File: src/hw/fmd_pkg.sv
// Package of the fault mask and diagnostic status block.
// Assumes an 8-bit register port driven by the device's serial front end.
`default_nettype none

package fmd_pkg;

    // =====================================================================
    // Register offsets
    localparam logic [7:0] OFS_OPEN_FLAGS = 8'h1B;
    localparam logic [7:0] OFS_GND_FLAGS = 8'h1C;
    localparam logic [7:0] OFS_SHORT_FLAGS = 8'h1D;
    localparam logic [7:0] OFS_FAULT_PIN_MASK = 8'h1E;
    localparam logic [7:0] OFS_DIAGNOSTIC_STATUS = 8'h1F;

    // =====================================================================
    // Field positions of the mask register
    localparam int MSK_LED_SHORT = 0;
    localparam int MSK_THERMAL_WARN = 1;
    localparam int MSK_GROUND_SHORT = 2;
    localparam int MSK_OPEN_STRING = 3;
    localparam int MSK_BOOST_FAULT = 4;
    localparam int MSK_WIDTH = 5;

    // =====================================================================
    // Field positions of the diagnostic status register
    localparam int DG_THERMAL_SHUTDOWN = 0;
    localparam int DG_THERMAL_WARN = 1;
    localparam int DG_POWERUP = 2;
    localparam int DG_BOOST_OVERVOLT = 3;
    localparam int DG_BOOST_UNDERVOLT = 4;
    localparam int DG_REF_RANGE = 5;

    // =====================================================================
    // Values after reset
    localparam logic [4:0] RST_FAULT_PIN_MASK = 5'h00;
    localparam logic RST_POWERUP_FLAG = 1'b1;
    localparam logic RST_LATCHED_FLAG = 1'b0;
    localparam logic [3:0] RST_CHANNEL_FLAGS = 4'h0;
    localparam logic [7:0] RST_READ_DATA = 8'h00;

    // =====================================================================
    // Sizes
    localparam int NUM_CHANNELS = 4;
    localparam int SYNC_STAGES = 2;

endpackage

`default_nettype wire

File: src/hw/fmd_sync.sv
// Two-flip-flop synchroniser bank for the analog comparator and pin inputs.
// Assumes inputs are asynchronous levels; outputs are on the system clock.
`default_nettype none

module fmd_sync #(
    parameter int WIDTH = 1
) (
    // Clock and reset
    input wire logic clk_sys,
    input wire logic srst,
    // Asynchronous levels in
    input wire logic [WIDTH-1:0] async_in,
    // Synchronised levels out
    output logic [WIDTH-1:0] sync_out
);

    // =====================================================================
    // Synchroniser chain
    logic [WIDTH-1:0] meta_ff;
    logic [WIDTH-1:0] stable_ff;

    // The first stage feeds only the second stage, to contain metastability.
    always_ff @(posedge clk_sys) begin
        if (srst) begin
            meta_ff <= '0;
            stable_ff <= '0;
        end else begin
            meta_ff <= async_in;
            stable_ff <= meta_ff;
        end
    end

    // Output straight from the second stage.
    assign sync_out = stable_ff;

endmodule

`default_nettype wire

File: src/hw/fmd_top.sv
// Fault pin masking and diagnostic status logic of a four-channel LED driver.
// Assumes a same-clock register port from the serial front end and raw
// comparator levels from the analog detectors, which are asynchronous.
//
// Contract
// - A set boost-fault gate keeps boost undervoltage and overvoltage off the fault line.
// - A set open-string gate keeps an open LED string off the fault line.
// - A set ground-short gate keeps a string shorted to ground off the fault line.
// - A set thermal-warning gate keeps the thermal warning off the fault line.
// - A set LED-short gate keeps a shorted LED on any channel off the fault line.
// - All five gate bits are read-write and reset to zero.
// - Status bit 5 is set when the reference current is out of range and operation halts.
// - Status bit 4 is set on boost undervoltage and the boost is disabled at once.
// - Status bit 3 reads one while the boost sits at its overvoltage limit.
// - Status bit 2 is one after reset and clears after the first status read.
// - Status bit 1 reads one while the junction is above 125 C.
// - Above 165 C the device shuts down and status bit 0 reads one.
// - The open-string class comes from four read-only per-channel open flags in bits 0 to 3.
// - The ground-short class comes from per-channel flags set only during startup.
// - The LED-short class comes from four read-only per-channel shorted-LED flags.
`default_nettype none

module fmd_top #(
    parameter int NUM_CH = fmd_pkg::NUM_CHANNELS
) (
    // Clock and reset
    input wire logic CLK_SYS,
    input wire logic SRST,
    // Register port from the serial front end
    input wire logic [7:0] REG_ADDR,
    input wire logic REG_WR,
    input wire logic [7:0] REG_WDATA,
    input wire logic REG_RD,
    output logic [7:0] REG_RDATA,
    output logic REG_RDATA_VALID,
    // Comparator levels from the analog detectors
    input wire logic REF_CURRENT_BAD,
    input wire logic BOOST_UNDERVOLT_DET,
    input wire logic BOOST_OVERVOLT_DET,
    input wire logic TEMP_ABOVE_WARN,
    input wire logic TEMP_ABOVE_SHUTDOWN,
    input wire logic STARTUP_PHASE,
    input wire logic [NUM_CH-1:0] CH_OPEN_DET,
    input wire logic [NUM_CH-1:0] CH_GND_SHORT_DET,
    input wire logic [NUM_CH-1:0] CH_LED_SHORT_DET,
    // Open-drain fault line
    input wire logic FAULT_LINE_N_I,
    output logic FAULT_LINE_N_O,
    output logic FAULT_LINE_N_OE,
    output logic FAULT_LINE_SENSE,
    // Power control towards the analog core
    output logic HALT_OPERATION,
    output logic BOOST_DISABLE,
    output logic THERMAL_SHUTDOWN
);

    // =====================================================================
    // Input synchronisation
    localparam int SYNC_W = 7 + 3 * NUM_CH;

    logic [SYNC_W-1:0] raw_in;
    logic [SYNC_W-1:0] syn_in;
    logic ref_bad_s, boost_uv_s, boost_ov_s, temp_warn_s, temp_crit_s, startup_s, line_s;
    logic [NUM_CH-1:0] open_s, gnd_s, lshort_s;

    // Gather every asynchronous level into one bank; the reference flag sits at the top.
    assign raw_in = {REF_CURRENT_BAD, FAULT_LINE_N_I, CH_LED_SHORT_DET, CH_GND_SHORT_DET,
                     CH_OPEN_DET, STARTUP_PHASE, TEMP_ABOVE_SHUTDOWN, TEMP_ABOVE_WARN,
                     BOOST_OVERVOLT_DET, BOOST_UNDERVOLT_DET};
    // Every pin level passes the same two-stage chain before any logic reads it.
    fmd_sync #(
        .WIDTH(SYNC_W)
    ) u_sync (
        .clk_sys(CLK_SYS),
        .srst(SRST),
        .async_in(raw_in),
        .sync_out(syn_in)
    );

    // Split the synchronised bank back into named levels.
    assign boost_uv_s = syn_in[0];
    assign boost_ov_s = syn_in[1];
    assign temp_warn_s = syn_in[2];
    assign temp_crit_s = syn_in[3];
    assign startup_s = syn_in[4];
    assign open_s = syn_in[5 +: NUM_CH];
    assign gnd_s = syn_in[5 + NUM_CH +: NUM_CH];
    assign lshort_s = syn_in[5 + 2 * NUM_CH +: NUM_CH];
    assign line_s = syn_in[5 + 3 * NUM_CH];
    assign ref_bad_s = syn_in[SYNC_W-1];

    // =====================================================================
    // Register port decode
    logic wr_mask;
    logic rd_diagnostic_status;

    // Decode helper shared by the write and read paths.
    function automatic logic hit(input logic [7:0] addr, input logic [7:0] ofs);
        hit = (addr == ofs);
    endfunction

    assign wr_mask = REG_WR && hit(REG_ADDR, fmd_pkg::OFS_FAULT_PIN_MASK);
    assign rd_diagnostic_status = REG_RD && hit(REG_ADDR, fmd_pkg::OFS_DIAGNOSTIC_STATUS);

    // =====================================================================
    // Fault pin mask register
    logic [fmd_pkg::MSK_WIDTH-1:0] mask_ff;

    always_ff @(posedge CLK_SYS) begin
        if (SRST) begin
            mask_ff <= fmd_pkg::RST_FAULT_PIN_MASK;
        end else if (wr_mask) begin
            mask_ff <= REG_WDATA[fmd_pkg::MSK_WIDTH-1:0];
        end
    end

    // =====================================================================
    // Per-channel diagnostic flags
    logic [NUM_CH-1:0] open_ff, gnd_ff, lshort_ff;

    always_ff @(posedge CLK_SYS) begin
        if (SRST) begin
            open_ff <= fmd_pkg::RST_CHANNEL_FLAGS;
            lshort_ff <= fmd_pkg::RST_CHANNEL_FLAGS;
        end else begin
            open_ff <= open_s;
            lshort_ff <= lshort_s;
        end
    end

    // startup-only ground flags
    // Ground-short flags are captured only during startup and then held until reset.
    always_ff @(posedge CLK_SYS) begin
        if (SRST) begin
            gnd_ff <= fmd_pkg::RST_CHANNEL_FLAGS;
        end else if (startup_s) begin
            gnd_ff <= gnd_ff | gnd_s;
        end
    end

    // =====================================================================
    // Diagnostic status flags
    logic ref_bad_ff, boost_uv_ff, boost_ov_ff, powerup_ff, temp_warn_ff, shutdown_ff;

    always_ff @(posedge CLK_SYS) begin
        if (SRST) begin
            ref_bad_ff <= fmd_pkg::RST_LATCHED_FLAG;
            boost_ov_ff <= fmd_pkg::RST_LATCHED_FLAG;
            temp_warn_ff <= fmd_pkg::RST_LATCHED_FLAG;
        end else begin
            ref_bad_ff <= ref_bad_s;
            boost_ov_ff <= boost_ov_s;
            temp_warn_ff <= temp_warn_s;
        end
    end

    // undervoltage latch
    // The boost stays disabled until reset once an undervoltage is seen.
    always_ff @(posedge CLK_SYS) begin
        if (SRST) begin
            boost_uv_ff <= fmd_pkg::RST_LATCHED_FLAG;
        end else if (boost_uv_s) begin
            boost_uv_ff <= 1'b1;
        end
    end

    // thermal shutdown latch
    // Shutdown is held until reset so the core cannot restart hot.
    always_ff @(posedge CLK_SYS) begin
        if (SRST) begin
            shutdown_ff <= fmd_pkg::RST_LATCHED_FLAG;
        end else if (temp_crit_s) begin
            shutdown_ff <= 1'b1;
        end
    end

    // powerup flag clear
    // The flag comes up set and drops after the first read of the status.
    always_ff @(posedge CLK_SYS) begin
        if (SRST) begin
            powerup_ff <= fmd_pkg::RST_POWERUP_FLAG;
        end else if (rd_diagnostic_status) begin
            powerup_ff <= 1'b0;
        end
    end

    // =====================================================================
    // Read data path
    logic [7:0] diagnostic_status_word;
    logic [7:0] nxt_rdata;

    // Assemble the status register; reserved bits read as zero.
    always_comb begin
        diagnostic_status_word = 8'h00;
        diagnostic_status_word[fmd_pkg::DG_REF_RANGE] = ref_bad_ff;
        diagnostic_status_word[fmd_pkg::DG_BOOST_UNDERVOLT] = boost_uv_ff;
        diagnostic_status_word[fmd_pkg::DG_BOOST_OVERVOLT] = boost_ov_ff;
        diagnostic_status_word[fmd_pkg::DG_POWERUP] = powerup_ff;
        diagnostic_status_word[fmd_pkg::DG_THERMAL_WARN] = temp_warn_ff;
        diagnostic_status_word[fmd_pkg::DG_THERMAL_SHUTDOWN] = shutdown_ff;
    end

    // Select read data; an unmapped offset reads as zero.
    always_comb begin
        nxt_rdata = 8'h00;
        case (REG_ADDR)
            fmd_pkg::OFS_OPEN_FLAGS: begin
                nxt_rdata[NUM_CH-1:0] = open_ff;
            end
            fmd_pkg::OFS_GND_FLAGS: begin
                nxt_rdata[NUM_CH-1:0] = gnd_ff;
            end
            fmd_pkg::OFS_SHORT_FLAGS: begin
                nxt_rdata[NUM_CH-1:0] = lshort_ff;
            end
            fmd_pkg::OFS_FAULT_PIN_MASK: begin
                nxt_rdata[fmd_pkg::MSK_WIDTH-1:0] = mask_ff;
            end
            fmd_pkg::OFS_DIAGNOSTIC_STATUS: begin
                nxt_rdata = diagnostic_status_word;
            end
            default: begin
                nxt_rdata = 8'h00;
            end
        endcase
    end

    // Read data is captured on the strobe and held until the next read.
    always_ff @(posedge CLK_SYS) begin
        if (SRST) begin
            REG_RDATA <= fmd_pkg::RST_READ_DATA;
            REG_RDATA_VALID <= 1'b0;
        end else begin
            REG_RDATA_VALID <= REG_RD;
            if (REG_RD) begin
                REG_RDATA <= nxt_rdata;
            end
        end
    end

    // =====================================================================
    // Fault classes and the fault line
    logic boost_cls, open_cls, gnd_cls, warn_cls, lshort_cls;
    logic nxt_fault, fault_ff;

    assign boost_cls = (boost_uv_ff | boost_ov_ff) & ~mask_ff[fmd_pkg::MSK_BOOST_FAULT];
    assign open_cls = (|open_ff) & ~mask_ff[fmd_pkg::MSK_OPEN_STRING];
    assign gnd_cls = (|gnd_ff) & ~mask_ff[fmd_pkg::MSK_GROUND_SHORT];
    assign warn_cls = temp_warn_ff & ~mask_ff[fmd_pkg::MSK_THERMAL_WARN];
    assign lshort_cls = (|lshort_ff) & ~mask_ff[fmd_pkg::MSK_LED_SHORT];

    assign nxt_fault = boost_cls | open_cls | gnd_cls | warn_cls | lshort_cls;

    // The line enable is registered so the pin never glitches.
    always_ff @(posedge CLK_SYS) begin
        if (SRST) begin
            fault_ff <= 1'b0;
        end else begin
            fault_ff <= nxt_fault;
        end
    end

    // Open drain: drive low while a fault stands, release otherwise.
    assign FAULT_LINE_N_O = 1'b0;
    assign FAULT_LINE_N_OE = fault_ff;
    assign FAULT_LINE_SENSE = line_s;

    // =====================================================================
    // Power control outputs
    // halt on range error
    assign HALT_OPERATION = ref_bad_ff;
    assign BOOST_DISABLE = boost_uv_ff;
    assign THERMAL_SHUTDOWN = shutdown_ff;

endmodule

`default_nettype wire

File: config.mk
export PLATFORM = sky130hd
export DESIGN_NAME = fmd_top
export DESIGN_NICKNAME = d
export VERILOG_FILES = /design/src/hw/fmd_pkg.sv /design/src/hw/fmd_sync.sv /design/src/hw/fmd_top.sv
export SDC_FILE = /design/constraint.sdc
export NUM_CORES = 1
export LEC_CHECK = 0
export ABC_CLOCK_PERIOD_IN_PS = 1500
export BUFFER_PORTS_ARGS = -buffer_cell sky130_fd_sc_hd__buf_2
export CAP_MARGIN = 25
export CORE_MARGIN = 2
export CORE_UTILIZATION = 30
export DETAILED_ROUTE_END_ITERATION = 7
export PLACE_DENSITY = 0.47
export SLEW_MARGIN = 0
export SYNTH_ARGS = -nofsm -noshare
export SYNTH_HDL_FRONTEND = slang
export SYNTH_HIERARCHICAL = 1
export SYNTH_SLANG_ARGS = --single-unit
File: constraint.sdc
create_clock -name CLK_SYS -period 1.5 [get_ports CLK_SYS]
set_clock_uncertainty 0.2 [all_clocks]
set_input_delay 0.15 -clock CLK_SYS [delete_from_list [all_inputs] [get_ports CLK_SYS]]
set_output_delay 0.15 -clock CLK_SYS [all_outputs]
set_load 0.01 [all_outputs]
### Word-level counts from Yosys, hierarchy flattened

Cells that the tools add are included.

| storage, ports and cells | value |
|---|---|
| register bits | 71 |
| latch bits | 0 |
| bits in writable memories | 0 |
| memory bits (read-only) | 0 |
| output and inout port bits | 15 |
| word-level logic and storage cells | 44 |
| memories | 0 |

| operators by class | value |
|---|---|
| $add $sub $neg | 0 |
| multipliers | 0 |
| div/mod/pow operators | 0 |
| order comparisons | 0 |
| equality and inequality tests | 5 |
| shift operators | 0 |
| muxes and demuxes | 3 |
| bitwise operators | 16 |
| reduce and logical (&&, ||, !) cells | 5 |

Operators with widths:

| operator | count |
|---|---|
| $eq 8x5->1 const B | 5 |
| $pmux 4 s5 | 1 |
| $reduce_or 4->1 | 3 |
| $and 1x1->1 | 5 |
| $not 1->1 | 5 |
| $or 1x1->1 | 5 |
| $or 4x4->4 | 1 |
| $logic_and 1x1->1 | 2 |
| $pmux 1 s2 | 1 |
| $mux 1 | 1 |

### Longest topological paths before layout

| logic depth | value |
|---|---|
| depth after elaboration | 6 |
| depth in mapped cells | 5 |
| gate-level depth less buffers | 4 |

### By module

Netlist, hierarchy kept.

By module, submodules not included:

| module | instances | cells an instance | area each (sq um) |
|---|---|---|---|
| fmd_top | 1 | 133 | 1261.2 |
| fmd_sync | 1 | 80 | 1212.4 |

### Worst setup path before layout

OpenSTA, ideal clock, no wires.

| timing | value |
|---|---|
| path kind | input to register |
| start | input REG_ADDR[6] |
| end | register mask_ff[1] (netlist name) |
| data arrival time | 1.083 ns |
| required time | 1.172 ns |
| slack | 0.090 ns |
| stages | 4 |
| buffers on the path | 0 |
| cell sequence | nand4bb_4 -> nor4_4 -> mux2i_1 -> nor2_1 |

| between the ends | value |
|---|---|
| cells in the longest elaborated chain, start to end | 2 |

RTL lines:

| element | line | RTL |
|---|---|---|
| start: declaration | fmd_top.sv:30 | `input wire logic [7:0] REG_ADDR,` |
| $eq 8x5->1 | fmd_top.sv:99 | `hit = (addr == ofs);` |
| $logic_and 1x1->1 | fmd_top.sv:102 | `assign wr_mask = REG_WR && hit(REG_ADDR, fmd_pkg::OFS_FAULT_PIN_MASK);` |
| end signal: assignment | fmd_top.sv:111 | `mask_ff <= fmd_pkg::RST_FAULT_PIN_MASK;` |
| end signal: assignment | fmd_top.sv:113 | `mask_ff <= REG_WDATA[fmd_pkg::MSK_WIDTH-1:0];` |
| end: declaration | fmd_top.sv:107 | `logic [fmd_pkg::MSK_WIDTH-1:0] mask_ff;` |

No other way between the ends.
A chain may end at the register's enable or synchronous reset.

### Worst setup path after layout

| timing | value |
|---|---|
| start | input REG_ADDR[5] |
| end | register powerup_ff |

| between the ends | value |
|---|---|
| cells in the longest elaborated chain, start to end | 2 |

RTL lines:

| element | line | RTL |
|---|---|---|
| $eq 8x5->1 | fmd_top.sv:99 |  |
| $logic_and 1x1->1 | fmd_top.sv:103 | `assign rd_diagnostic_status = REG_RD && hit(REG_ADDR, fmd_pkg::OFS_DIAGNOSTIC_STATUS);` |
| end signal: assignment | fmd_top.sv:181 | `powerup_ff <= fmd_pkg::RST_POWERUP_FLAG;` |
| end: declaration | fmd_top.sv:143 | `logic ref_bad_ff, boost_uv_ff, boost_ov_ff, powerup_ff, temp_warn_ff, shutdown_ff;` |

No other way between the ends.

==> flow_metrics.tcl <==
set metrics [dict create \
    status "finished clean" \
    wl_per_cell_um 10.6 \
    drt-total-wl_um 4290 \
    cp-endpoint "powerup_ff" \
    nets 334 \
    rows 33 \
    first_iter_violations 39 \
    fmax_mhz 717 \
    grt_use_total_pct 10.5 \
    synth_area_leaders "dfxtp_1 56%, nor2b_4 11%, nor2b_1 6.1%" \
    post-route-drc-count 0 \
    die_h_um 94.8 \
    die_w_um 94.8 \
    cp.arrival_ns 1.43 \
    start_util_pct 30.6 \
    grt_pass1_wl_um 7050 \
    drive_above_1_share_pct 30.7 \
    ys_seq_elements 69 \
    clk_path_buf_depth 2 \
    cts.sinks 69 \
    grt_start_max_net_pins 32 \
    gp_routability_congestion 0.726 \
    antenna_cells 0 \
    antenna_found_initial 0 \
    rr_startpoint "lshort_ff[2]" \
    setup.worst_path.end_class "flop" \
    async_reset_ff_share_pct 0 \
    core_area_sq_mm 0.00809 \
    syn_inst 213 \
    finalMaxSlewViolations 0 \
    dieArea_sq_mm 0.00899 \
    hold_class "input port to flop" \
    seq_area_frac_synth_pct 55.8 \
    vdd_drop_max_mv 0.455 \
    worstReg2RegEnd "FAULT_LINE_N_OE" \
    seq_area_sq_mm 0.00138 \
    grt_pass1_vias 1557 \
    dr.pass1.iters 4 \
    total_power_mw 4.18 \
    hp-start "REG_ADDR[1]" \
    yosysTopAreaCell "dfxtp_1" \
    p_leak_nw 1.44 \
    rsz0062_at_grt "false" \
    areaGrowthSynthToFinish_pct 35.9 \
    root_buffer "clkbuf_8" \
    cts_tree "yes" \
    synth_most_common_cell "dfxtp_1" \
    clk_pin_slew_ns 0.07 \
    multi_input_area_sq_um 982 \
    setup_viol 0 \
    synth_commonest_cells "69 x dfxtp_1, 24 x nor2b_1, 20 x nor2b_4" \
    post-route-period-util_pct 92.9 \
    synth.avg_cell_area_sq_um 11.6 \
    critical_path_class "input port to flop" \
    startpoint_type "input port" \
    path_max_fanout 3 \
    hold_viol 0 \
    place_ws_ns -0.0182 \
    grt_remaining_overflow 0 \
    nFillCells 811 \
    cts_max_level 3 \
    syn_area_sq_mm 0.00247 \
    io_pins 54 \
    period_needed_ns 1.39 \
    r2r.worst_path.cells 4 \
    post-route-util_pct 41.5 \
    ys_warn_count 6 \
    ff2ff_setup_slack_ns 0.18 \
    power_density_mw_per_mm2 1240 \
    crit_start "REG_ADDR[5]" \
    clock_latency_ns 0.34 \
    num_vias 1615 \
    viasPerCell 3.99 \
    synth_edf_count 0 \
    post_cts_buffers 0 \
    whs_ns 0.0363 \
    numPortBuffers 47 \
    drtAntennaViolNets 0 \
    synth.distinct_cells 31 \
    maxCapViolCount 0 \
    synth-main-ff-cell "dfxtp_1" \
    place_hpwl_um 2870 \
    yosysTopAreaCellShare_pct 55.8 \
    setup_slack_ns 0.106 \
    numCtsBuffers 9 \
    required_ns 1.54 \
]
stage by stage:
step                      TNS, ns  instance area [sq um]  std cells
after floorplan                 0                   2480        215
after global placement          0                   2830        362
after detailed placement  -0.0404                   2830        362
after CTS                       0                   3360        405
after global routing            0                   3360        405
final                           0                   3360        405
per-layer routing:
layer,vias up,global-route usage (%),share of wire [%]
met4,0,5.80,2.3
met1,703,12.8,49
li1,862,-,-
met5,-,0,0
met2,41,15.7,42
met3,9,4.15,5.9
state kept, by name, indices dropped and copies added, names as in the netlist:
name,cells
FAULT_LINE_N_OE,1
lshort_ff,4
u_sync/sync_out,19
u_sync/meta_ff,19
REG_RDATA,6
HALT_OPERATION,1
boost_ov_ff,1
gnd_ff,4
BOOST_DISABLE,1
open_ff,4
mask_ff,5
temp_warn_ff,1
REG_RDATA_VALID,1
THERMAL_SHUTDOWN,1
powerup_ff,1
timing repair:
item                                    4_1_cts  5_1_grt
gates resized for setup                       0        1
hold buffers                                 27        0
endpoints found under the setup margin        0        5
hold endpoints to repair                     32        0
worst min path at each step:
| stage | to | slack, ns | depth (start not counted) |
|---|---|---|---|
| floorplan | lshort_ff[0] | 0.02 | 1 |
| global placement | u_sync/meta_ff[17] | 0.17 | 2 |
| detailed placement | u_sync/meta_ff[16] | 0.16 | 2 |
| CTS | REG_RDATA[3] | 0.02 | 3 |
| global route | REG_RDATA[3] | 0.08 | 3 |
| finish | REG_RDATA[3] | 0.04 | 3 |
cell usage in the layout (no fill, tap or decap), drive strengths merged, types with 2 or more instances in the layout:
cell type	netlist	final
clkbuf	3	10
nor2b	44	44
conb	1	3
inv	4	4
dfxtp	69	69
nor4	4	4
nor3	2	2
o22ai	5	5
nand2b	3	3
a21oi	7	7
buf	9	54
and2b	6	6
bufinv	0	4
nand2	6	6
mux2i	13	13
dlygate4sd3	0	27
nand3	5	5
clkinvlp	0	2
a31oi	3	3
o31ai	2	2
nor2	19	19
critical path, cell delays in order:
cell           delay (ns)
dlygate4sd3_1        0.54
buf_2                0.15
nor3_1               0.30
nand3_1              0.12
a21o_1               0.18
final cells by class:
| class | count | area share, % |
|---|---|---|
| well taps | 105 | 3.91 |
| clock buffers | 10 | 3.80 |
| multi-input cells | 130 | 29.2 |
| flip-flops and latches | 69 | 41.1 |
| repair buffers | 81 | 17.5 |
| clock inverters | 6 | 4.02 |
| inverters | 4 | 0.447 |
cell families after synthesis:
kind of cell | share of synthesized area, %
buffers and inverters | 4.75
other | 0.152
flip-flops | 55.8
AND/OR/NAND/NOR | 28.3
multiplexers | 5.72
AO/OA/AOI/OAI | 5.21
report_power, final:
group | switching [mW] | leakage [nW] | internal, mW
Sequential | 0.0189 | 0.566 | 1.90
Combinational | 0.131 | 0.749 | 0.187
Clock | 0.678 | 0.123 | 1.27
No activity file was read; power rests on OpenSTA's default activity.
